## src/lsoc_pkg.sv

```systemverilog
// Package of constants and types for the light screen output control block.
//
// Contract
// - The unit is configured for either automatic restart or manual reset, which decides whether run starts unaided.
// - In automatic restart the outputs turn on after power-up only once self-test and sync pass and all beams are clear.
// - In automatic restart the outputs turn back on unaided once all beams are clear again after a blockage.
// - In manual reset the outputs stay off after power-up, beams clear or not, until a manual reset arrives.
// - Any blocked beam turns the outputs off so the machine sees a stop.
// - One external input serves reset from latch or lockout, external test, and external device checking; device checking uses external_device_check.
// - Operating the shared input while running with outputs on is a test request.
// - Operating the shared input while latched or locked out is a reset request.
// - Beam-blocked to outputs-off time is at most 11 ms for 8 beams up to 29 ms for 96 beams, per 8-beam step.
// - A failure found by the periodic test sends a stop and enters lockout, left only through the reset procedure.
package lsoc_pkg;

    // Register byte offsets on the AXI4-Lite slave.
    localparam logic [7:0] ADDR_CTRL   = 8'h00;
    localparam logic [7:0] ADDR_STATUS = 8'h04;
    localparam logic [7:0] ADDR_IRQ_ST = 8'h08;
    localparam logic [7:0] ADDR_IRQ_MK = 8'h0C;

    // Control register fields.
    localparam int CTRL_MANUAL_BIT = 0;
    localparam int CTRL_CHECK_BIT  = 1;
    localparam logic [1:0] CTRL_RESET = 2'h3;

    // Interrupt event bit positions.
    localparam int EV_TRIP = 0;
    localparam int EV_LOCK = 1;
    localparam int EV_ON   = 2;
    localparam int EV_W    = 3;

    // AXI responses.
    localparam logic [1:0] RESP_OKAY   = 2'h0;
    localparam logic [1:0] RESP_SLVERR = 2'h2;

    // Timing.
    localparam int CLK_HZ          = 50_000_000;
    localparam int TEST_WINDOW_US  = 1000;
    localparam int TEST_WINDOW_CYC = TEST_WINDOW_US * (CLK_HZ / 1_000_000);
    localparam int EDM_SETTLE_US   = 300;
    localparam int EDM_SETTLE_CYC  = EDM_SETTLE_US * (CLK_HZ / 1_000_000);
    localparam int BEAMS_PER_STEP  = 8;

    // Output control states.
    typedef enum logic [2:0] {
        ST_POWERUP,
        ST_WAIT_RESET,
        ST_RUN,
        ST_TEST,
        ST_LOCKOUT
    } lsoc_state_t;

endpackage

```

## src/lsoc_edge.sv

```systemverilog
// Rising-edge detector for the shared external input.
module lsoc_edge
(
    input  wire logic clk,
    input  wire logic nrst,
    input  wire logic level,
    output logic      rise
);
    logic last_r;

    // Remembers the previous level to mark a press as a single pulse.
    always_ff @(posedge clk or negedge nrst)
    begin
        if (!nrst)
            last_r <= 1'b0;
        else
            last_r <= level;
    end

    assign rise = level & ~last_r;
endmodule

```

## src/lsoc_top.sv

```systemverilog
// Output control state logic of a light screen receiver with AXI4-Lite registers.
module lsoc_top
    import lsoc_pkg::*;
#(
    parameter int NUM_BEAMS      = 8,
    parameter int TEST_WINDOW    = lsoc_pkg::TEST_WINDOW_CYC,
    parameter int EDM_SETTLE     = lsoc_pkg::EDM_SETTLE_CYC
)
(
    input  wire logic                 clk,
    input  wire logic                 nrst,
    input  wire logic [NUM_BEAMS-1:0] beam_clear,
    input  wire logic                 self_test_ok,
    input  wire logic                 sync_ok,
    input  wire logic                 ext_input,
    input  wire logic                 external_device_check,
    input  wire logic                 test_fail,
    output logic                      safety_switch_outputs,
    output logic                      test_active,
    output logic                      irq,
    input  wire logic [7:0]           s_axi_awaddr,
    input  wire logic                 s_axi_awvalid,
    output logic                      s_axi_awready,
    input  wire logic [31:0]          s_axi_wdata,
    input  wire logic [3:0]           s_axi_wstrb,
    input  wire logic                 s_axi_wvalid,
    output logic                      s_axi_wready,
    output logic [1:0]                s_axi_bresp,
    output logic                      s_axi_bvalid,
    input  wire logic                 s_axi_bready,
    input  wire logic [7:0]           s_axi_araddr,
    input  wire logic                 s_axi_arvalid,
    output logic                      s_axi_arready,
    output logic [31:0]               s_axi_rdata,
    output logic [1:0]                s_axi_rresp,
    output logic                      s_axi_rvalid,
    input  wire logic                 s_axi_rready
);
    import lsoc_pkg::*;

    // Response time budget: 11 ms at 8 beams plus about 1.6 ms per further 8 beams, as a cycle count.
    localparam int RESP_TIME_US  = 11000 + ((NUM_BEAMS / BEAMS_PER_STEP) - 1) * 18000 / 11;
    localparam int RESP_CYC      = RESP_TIME_US * (CLK_HZ / 1_000_000);

    lsoc_state_t   state_r;
    lsoc_state_t   state_nxt;
    logic [1:0]    ctrl_r;
    logic [EV_W-1:0] irq_st_r;
    logic [EV_W-1:0] irq_mk_r;
    logic [31:0]   tcnt_r;
    logic          press;
    logic          all_clear;
    logic          manual;
    logic          edm_ok;
    logic          aw_hold_r;
    logic          w_hold_r;
    logic [7:0]    awaddr_r;
    logic [31:0]   wdata_r;
    logic [3:0]    wstrb_r;
    logic          do_write;
    logic          rd_status;
    logic [EV_W-1:0] ev;

    // A press of the shared input is seen as one pulse.
    lsoc_edge u_edge
    (
        .clk   (clk),
        .nrst  (nrst),
        .level (ext_input),
        .rise  (press)
    );

    assign all_clear = &beam_clear;
    assign manual    = ctrl_r[CTRL_MANUAL_BIT];
    // Contact pair reads closed when outputs are off; disabled check always passes.
    assign edm_ok    = !ctrl_r[CTRL_CHECK_BIT] || (external_device_check == !safety_switch_outputs);

    // Next state of the output control machine.
    always_comb
    begin
        state_nxt = state_r;
        case (state_r)
            ST_POWERUP:
                if (self_test_ok && sync_ok && all_clear)
                    state_nxt = manual ? ST_WAIT_RESET : ST_RUN;
            ST_WAIT_RESET:
                if (press && all_clear && edm_ok)
                    state_nxt = ST_RUN;
            ST_RUN:
                if (!all_clear)
                    state_nxt = manual ? ST_WAIT_RESET : ST_POWERUP;
                else if (press)
                    state_nxt = ST_TEST;
            ST_TEST:
                if (test_fail || (tcnt_r >= 32'(EDM_SETTLE) && !edm_ok))
                    state_nxt = ST_LOCKOUT;
                else if (tcnt_r >= 32'(TEST_WINDOW - 1))
                    state_nxt = all_clear ? ST_RUN : (manual ? ST_WAIT_RESET : ST_POWERUP);
            ST_LOCKOUT:
                if (press && !test_fail)
                    state_nxt = manual ? ST_WAIT_RESET : ST_POWERUP;
            default:
                state_nxt = ST_LOCKOUT;
        endcase
    end

    // State register; a blocked beam acts in one cycle, well inside the budget.
    always_ff @(posedge clk or negedge nrst)
    begin
        if (!nrst)
            state_r <= ST_POWERUP;
        else
            state_r <= state_nxt;
    end

    // Test window counter, restarted on each entry to test.
    always_ff @(posedge clk or negedge nrst)
    begin
        if (!nrst)
            tcnt_r <= 32'h0;
        else if (state_r != ST_TEST)
            tcnt_r <= 32'h0;
        else
            tcnt_r <= tcnt_r + 32'h1;
    end

    // Outputs are registered and on only in run with every beam clear.
    always_ff @(posedge clk or negedge nrst)
    begin
        if (!nrst)
        begin
            safety_switch_outputs <= 1'b0;
            test_active           <= 1'b0;
        end
        else
        begin
            safety_switch_outputs <= (state_nxt == ST_RUN) && all_clear;
            test_active           <= (state_nxt == ST_TEST);
        end
    end

    // Events: trip, lockout entry, outputs turning on.
    assign ev[EV_TRIP] = (state_r == ST_RUN) && !all_clear;
    assign ev[EV_LOCK] = (state_r != ST_LOCKOUT) && (state_nxt == ST_LOCKOUT);
    assign ev[EV_ON]   = (state_r != ST_RUN) && (state_nxt == ST_RUN);

    // AXI write: address and data captured in either order.
    assign s_axi_awready = !aw_hold_r && !s_axi_bvalid;
    assign s_axi_wready  = !w_hold_r && !s_axi_bvalid;
    assign do_write      = aw_hold_r && w_hold_r && !s_axi_bvalid;

    always_ff @(posedge clk or negedge nrst)
    begin
        if (!nrst)
        begin
            aw_hold_r <= 1'b0;
            w_hold_r  <= 1'b0;
            awaddr_r  <= 8'h00;
            wdata_r   <= 32'h0;
            wstrb_r   <= 4'h0;
        end
        else
        begin
            if (s_axi_awvalid && s_axi_awready)
            begin
                aw_hold_r <= 1'b1;
                awaddr_r  <= s_axi_awaddr;
            end
            else if (do_write)
                aw_hold_r <= 1'b0;
            if (s_axi_wvalid && s_axi_wready)
            begin
                w_hold_r <= 1'b1;
                wdata_r  <= s_axi_wdata;
                wstrb_r  <= s_axi_wstrb;
            end
            else if (do_write)
                w_hold_r <= 1'b0;
        end
    end

    // Write response, SLVERR for unmapped or read-only addresses.
    always_ff @(posedge clk or negedge nrst)
    begin
        if (!nrst)
        begin
            s_axi_bvalid <= 1'b0;
            s_axi_bresp  <= RESP_OKAY;
        end
        else if (do_write)
        begin
            s_axi_bvalid <= 1'b1;
            s_axi_bresp  <= (awaddr_r == ADDR_CTRL || awaddr_r == ADDR_IRQ_MK) ? RESP_OKAY : RESP_SLVERR;
        end
        else if (s_axi_bready)
            s_axi_bvalid <= 1'b0;
    end

    // Control and mask registers; only byte lane 0 carries bits.
    always_ff @(posedge clk or negedge nrst)
    begin
        if (!nrst)
        begin
            ctrl_r   <= CTRL_RESET;
            irq_mk_r <= '0;
        end
        else if (do_write && wstrb_r[0])
        begin
            if (awaddr_r == ADDR_CTRL)
                ctrl_r <= wdata_r[1:0];
            if (awaddr_r == ADDR_IRQ_MK)
                irq_mk_r <= wdata_r[EV_W-1:0];
        end
    end

    // AXI read: one outstanding read, answered the cycle after the address.
    assign s_axi_arready = !s_axi_rvalid;
    assign rd_status     = s_axi_arvalid && s_axi_arready && (s_axi_araddr == ADDR_IRQ_ST);

    always_ff @(posedge clk or negedge nrst)
    begin
        if (!nrst)
        begin
            s_axi_rvalid <= 1'b0;
            s_axi_rdata  <= 32'h0;
            s_axi_rresp  <= RESP_OKAY;
        end
        else if (s_axi_arvalid && s_axi_arready)
        begin
            s_axi_rvalid <= 1'b1;
            s_axi_rresp  <= RESP_OKAY;
            case (s_axi_araddr)
                ADDR_CTRL:   s_axi_rdata <= {30'h0, ctrl_r};
                ADDR_STATUS: s_axi_rdata <= {26'h0, test_active, safety_switch_outputs, 1'b0, 3'(state_r)};
                ADDR_IRQ_ST: s_axi_rdata <= {29'h0, irq_st_r};
                ADDR_IRQ_MK: s_axi_rdata <= {29'h0, irq_mk_r};
                default:
                begin
                    s_axi_rdata <= 32'h0;
                    s_axi_rresp <= RESP_SLVERR;
                end
            endcase
        end
        else if (s_axi_rready)
            s_axi_rvalid <= 1'b0;
    end

    // Sticky events; a read clears them but a new event in that cycle survives.
    always_ff @(posedge clk or negedge nrst)
    begin
        if (!nrst)
            irq_st_r <= '0;
        else
            irq_st_r <= (rd_status ? '0 : irq_st_r) | ev;
    end

    assign irq = |(irq_st_r & irq_mk_r);
endmodule

```

## config.mk

```make
export PLATFORM = sky130hd
export DESIGN_NAME = lsoc_top
export DESIGN_NICKNAME = d
export VERILOG_FILES = /design/src/lsoc_pkg.sv /design/src/lsoc_edge.sv /design/src/lsoc_top.sv
export SDC_FILE = /design/constraint.sdc
export NUM_CORES = 1
export LEC_CHECK = 0
export ABC_AREA = 1
export ABC_CLOCK_PERIOD_IN_PS = 2100
export BUFFER_PORTS_ARGS = -buffer_cell sky130_fd_sc_hd__clkbuf_2
export CORE_ASPECT_RATIO = 0.6
export CORE_UTILIZATION = 52
export DETAILED_ROUTE_END_ITERATION = 16
export PLACE_DENSITY = 0.77
export SETUP_SLACK_MARGIN = 0.02
export SLEW_MARGIN = 5
export SYNTH_ARGS = -nofsm -noshare
export SYNTH_HDL_FRONTEND = slang
export SYNTH_HIERARCHICAL = 1
export SYNTH_SLANG_ARGS = --single-unit
```

## constraint.sdc

```tcl
create_clock -name clk -period 2.1 [get_ports clk]
set_clock_uncertainty 0.1 [all_clocks]
set_input_delay 0 -clock clk [delete_from_list [all_inputs] [get_ports clk]]
set_output_delay 0 -clock clk [all_outputs]
set_load 0.05 [all_outputs]
```

==> metrics.csv <==
stage,metric,value,unit
final_layout,num_antenna_cells,0,
clocking,cts_made_buffers,9,
power_and_ir_drop,p_switching,1300,uW
timing,drv_slew,0,
clocking,postCtsSetupRepairBufs,0,
drt,drcViolationCount,0,
yosys,ys_top_cells_by_area,"dfrtp_1, nand2_1, inv_1",
die,ios,116,
global_routing,grt-ovfl-total,0,
placed_design,dpl.hpwl,6660,um
drt,drt_first_iter_violations,253,
clocking,path_clk_slew,50,ps
die,dieWidth,115,um
final_layout,final_cell_mix,"nand2_1, inv_1, dfrtp_1, nor2_1, clkbuf_2",
global_routing,grt_max_degree,41,
drt,routed_wl,9360,um
timing,fin_crit,1910,ps
power_and_ir_drop,seqPwrFrac,0.390,
placed_design,port_buffers,54,
yosys,ys_types,47,
critical_path,critPathKind,reg2reg,
power_and_ir_drop,p_per_area,873,nW/um2
yosys,synth_warnings,6,
clocking,post_cts_resized,0,
final_layout,final_common_cell,nand2_1,
critical_path,arrival,2030,ps
die,start_util,0.542,
yosys,async_flop_share,1.00,
final_layout,drive_above_1_share,0.188,
critical_path,start_kind,register,
critical_path,critPathRequiredTime,2230,ps
hold_path,hp-class,in2reg,
clocking,cts_buffer_depth,2,
drt,viasPerCell,5.13,
global_routing,first_global_vias,3300,
global_routing,grt_pass1_wl,15500,um
power_and_ir_drop,internal_power,2870,uW
clocking,clk_latency,340,ps
timing,rsz0062_at_grt,false,
timing,min_period_over_period,0.908,
die,die_h,69.7,um
yosys,yosys.area.top_type,dfrtp_1,
yosys,ys_seq_area_frac,0.435,
run,maxCapViolCount,0,
critical_path,crit_fanout,3,
timing,tns,0,ps
clocking,cts_tree,done,
timing,whs,7.37,ps
global_routing,grt.total_usage,0.257,
timing,clock.fmax,525,MHz
final_layout,area_growth,20.2,%
power_and_ir_drop,swShare,0.313,
placed_design,gp_congestion,0.879,
outcome,status,finished clean,
timing,tightest_slew,639,ps
yosys,synth_ff_type,dfrtp_1,
yosys,synth-edff-count,0,
drt,drt.antenna.violating_nets,0,
die,num_rows,24,
power_and_ir_drop,p_leak,0.00227,uW
timing,slew_headroom,0.570,
power_and_ir_drop,p_comb_frac,0.219,
critical_path,critPathCaptureType,register,
placed_design,dpl.cell_count,659,
drt,drt-wirelength-per-cell,13.5,um
clocking,cts_num_sinks,69,
final_layout,finish.net_count,658,
yosys,synth_top_area_share,0.422,
die,core-area,7330,um2
global_routing,antenna_found_initial,0,
yosys,synth-seq-cells,69,
clocking,htreeDepth,3,
drt,num_vias,3558,
die,dieArea,8000,um2
yosys,synthCells,503,
drt,first_pass_iters,5,
yosys,syn_avg_cell_area,7.90,um2
yosys,synth.cell_area,3970,um2
clocking,cts_root_buf,clkbuf_16,
power_and_ir_drop,ir_drop,0.910,mV
power_and_ir_drop,pwr-share-clk,0.390,
timing,setup_viol,0,
final_layout,finalNonFillerCells,693,
timing,hold_viol,0,
layer usage:
layer,vias to the layer above,part of all wire,global-route usage
met3,20,0.094,0.0830
met5,-,0,0
met2,184,0.43,0.366
met4,0,0.015,0.0823
li1,1734,-,-
met1,1620,0.47,0.369
metrics by stage:
step | instance area (um2) | total power, uW | worst slack, ps | utilization
floorplan | 4080 | 2340 | 90.5 | -
global placement | 4280 | 2490 | 249 | 0.584
detailed placement | 4280 | 2520 | 182 | 0.584
CTS | 4780 | 4180 | 180 | 0.652
global route | 4780 | 4360 | 27.6 | 0.652
finish | 4780 | 4170 | 194 | 0.652
logic make-up (layout without fill, tap and decap cells):
group / after synthesis / count (layout) / synth area share
muxes: 6 / 6 / 0.0170
and+or+nand+nor: 237 / 237 / 0.293
buffers and inverters: 111 / 169 / 0.135
DFF: 69 / 69 / 0.435
xor gates and xnor gates: 6 / 6 / 0.0132
AOI/OAI and AO/OA: 71 / 71 / 0.0992
other: 1 / 29 / 0.000944
adders and majority gates: 2 / 2 / 0.00630
power groups by stage:
stage / Clock, uW / Combinational (uW) / Sequential, uW
after floorplan: 0 / 647 / 1700
after global placement: 0 / 851 / 1640
after detailed placement: 0 / 876 / 1650
after CTS: 1650 / 907 / 1630
after global routing: 1700 / 1000 / 1650
final: 1630 / 915 / 1630
synthesized netlist by cell type, types with 3 or more instances:
cell type	n
nand2_1	87
inv_1	71
dfrtp_1	67
nor2_1	66
buf_4	29
o21ai_0	29
a21oi_1	25
nor3_1	19
nand3_1	18
nand4_1	13
mux2_2	6
nor2_4	6
inv_2	5
nor4_1	5
o31ai_1	4
xor2_1	4
a211oi_1	3
nand2_2	3
nand3_2	3
nor3_2	3
o21a_1	3
sequential cells by signal (all words and copies together), names as in the netlist, 2 cells and up:
signal / count
state_r: 3
irq_mk_r: 3
wdata_r: 3
ctrl_r: 2
irq_st_r: 3
tcnt_r: 32
s_axi_rdata: 5
awaddr_r: 8
repair_timing:
item / 4_1_cts / 5_1_grt
hold endpoints to repair: 58 / 0
endpoints found under the setup margin: 0 / 0
hold buffers: 18 / 0
layout make-up:
class,instances,area (um2)
multi-input combinational,351,1820
sequential,69,1730
timing repair buffer,76,493
fill,625,2550
inverter,77,289
tap,104,130
clock inverter,3,68.8
clock buffer,13,250
worst paths after layout:
check | endpoint | slack, ps | startpoint | cells past startpoint
min reg2reg | s_axi_rdata[5]$_DFFE_PN0P_ | 390 | s_axi_rdata[5]$_DFFE_PN0P_ | 2
min | s_axi_rvalid$_DFFE_PN0P_ | 7 | s_axi_arvalid | 3
max reg2reg | tcnt_r[25]$_DFF_PN0_ | 190 | tcnt_r[20]$_DFF_PN0_ | 7
max in group asynchronous | tcnt_r[26]$_DFF_PN0_ | 1020 | nrst | 4
max | tcnt_r[25]$_DFF_PN0_ | 190 | tcnt_r[20]$_DFF_PN0_ | 7
min in group asynchronous | awaddr_r[4]$_DFFE_PN0P_ | 100 | nrst | 2
worst max-delay path: stages (launching register included):
cell,delay [ps]
dfrtp_1,420
nand2_1,120
nor2_1,270
inv_1,100
nor4_1,430
nand3_1,140
xor2_1,160
nor2_1,50
(Power assumes the default switching activity.)
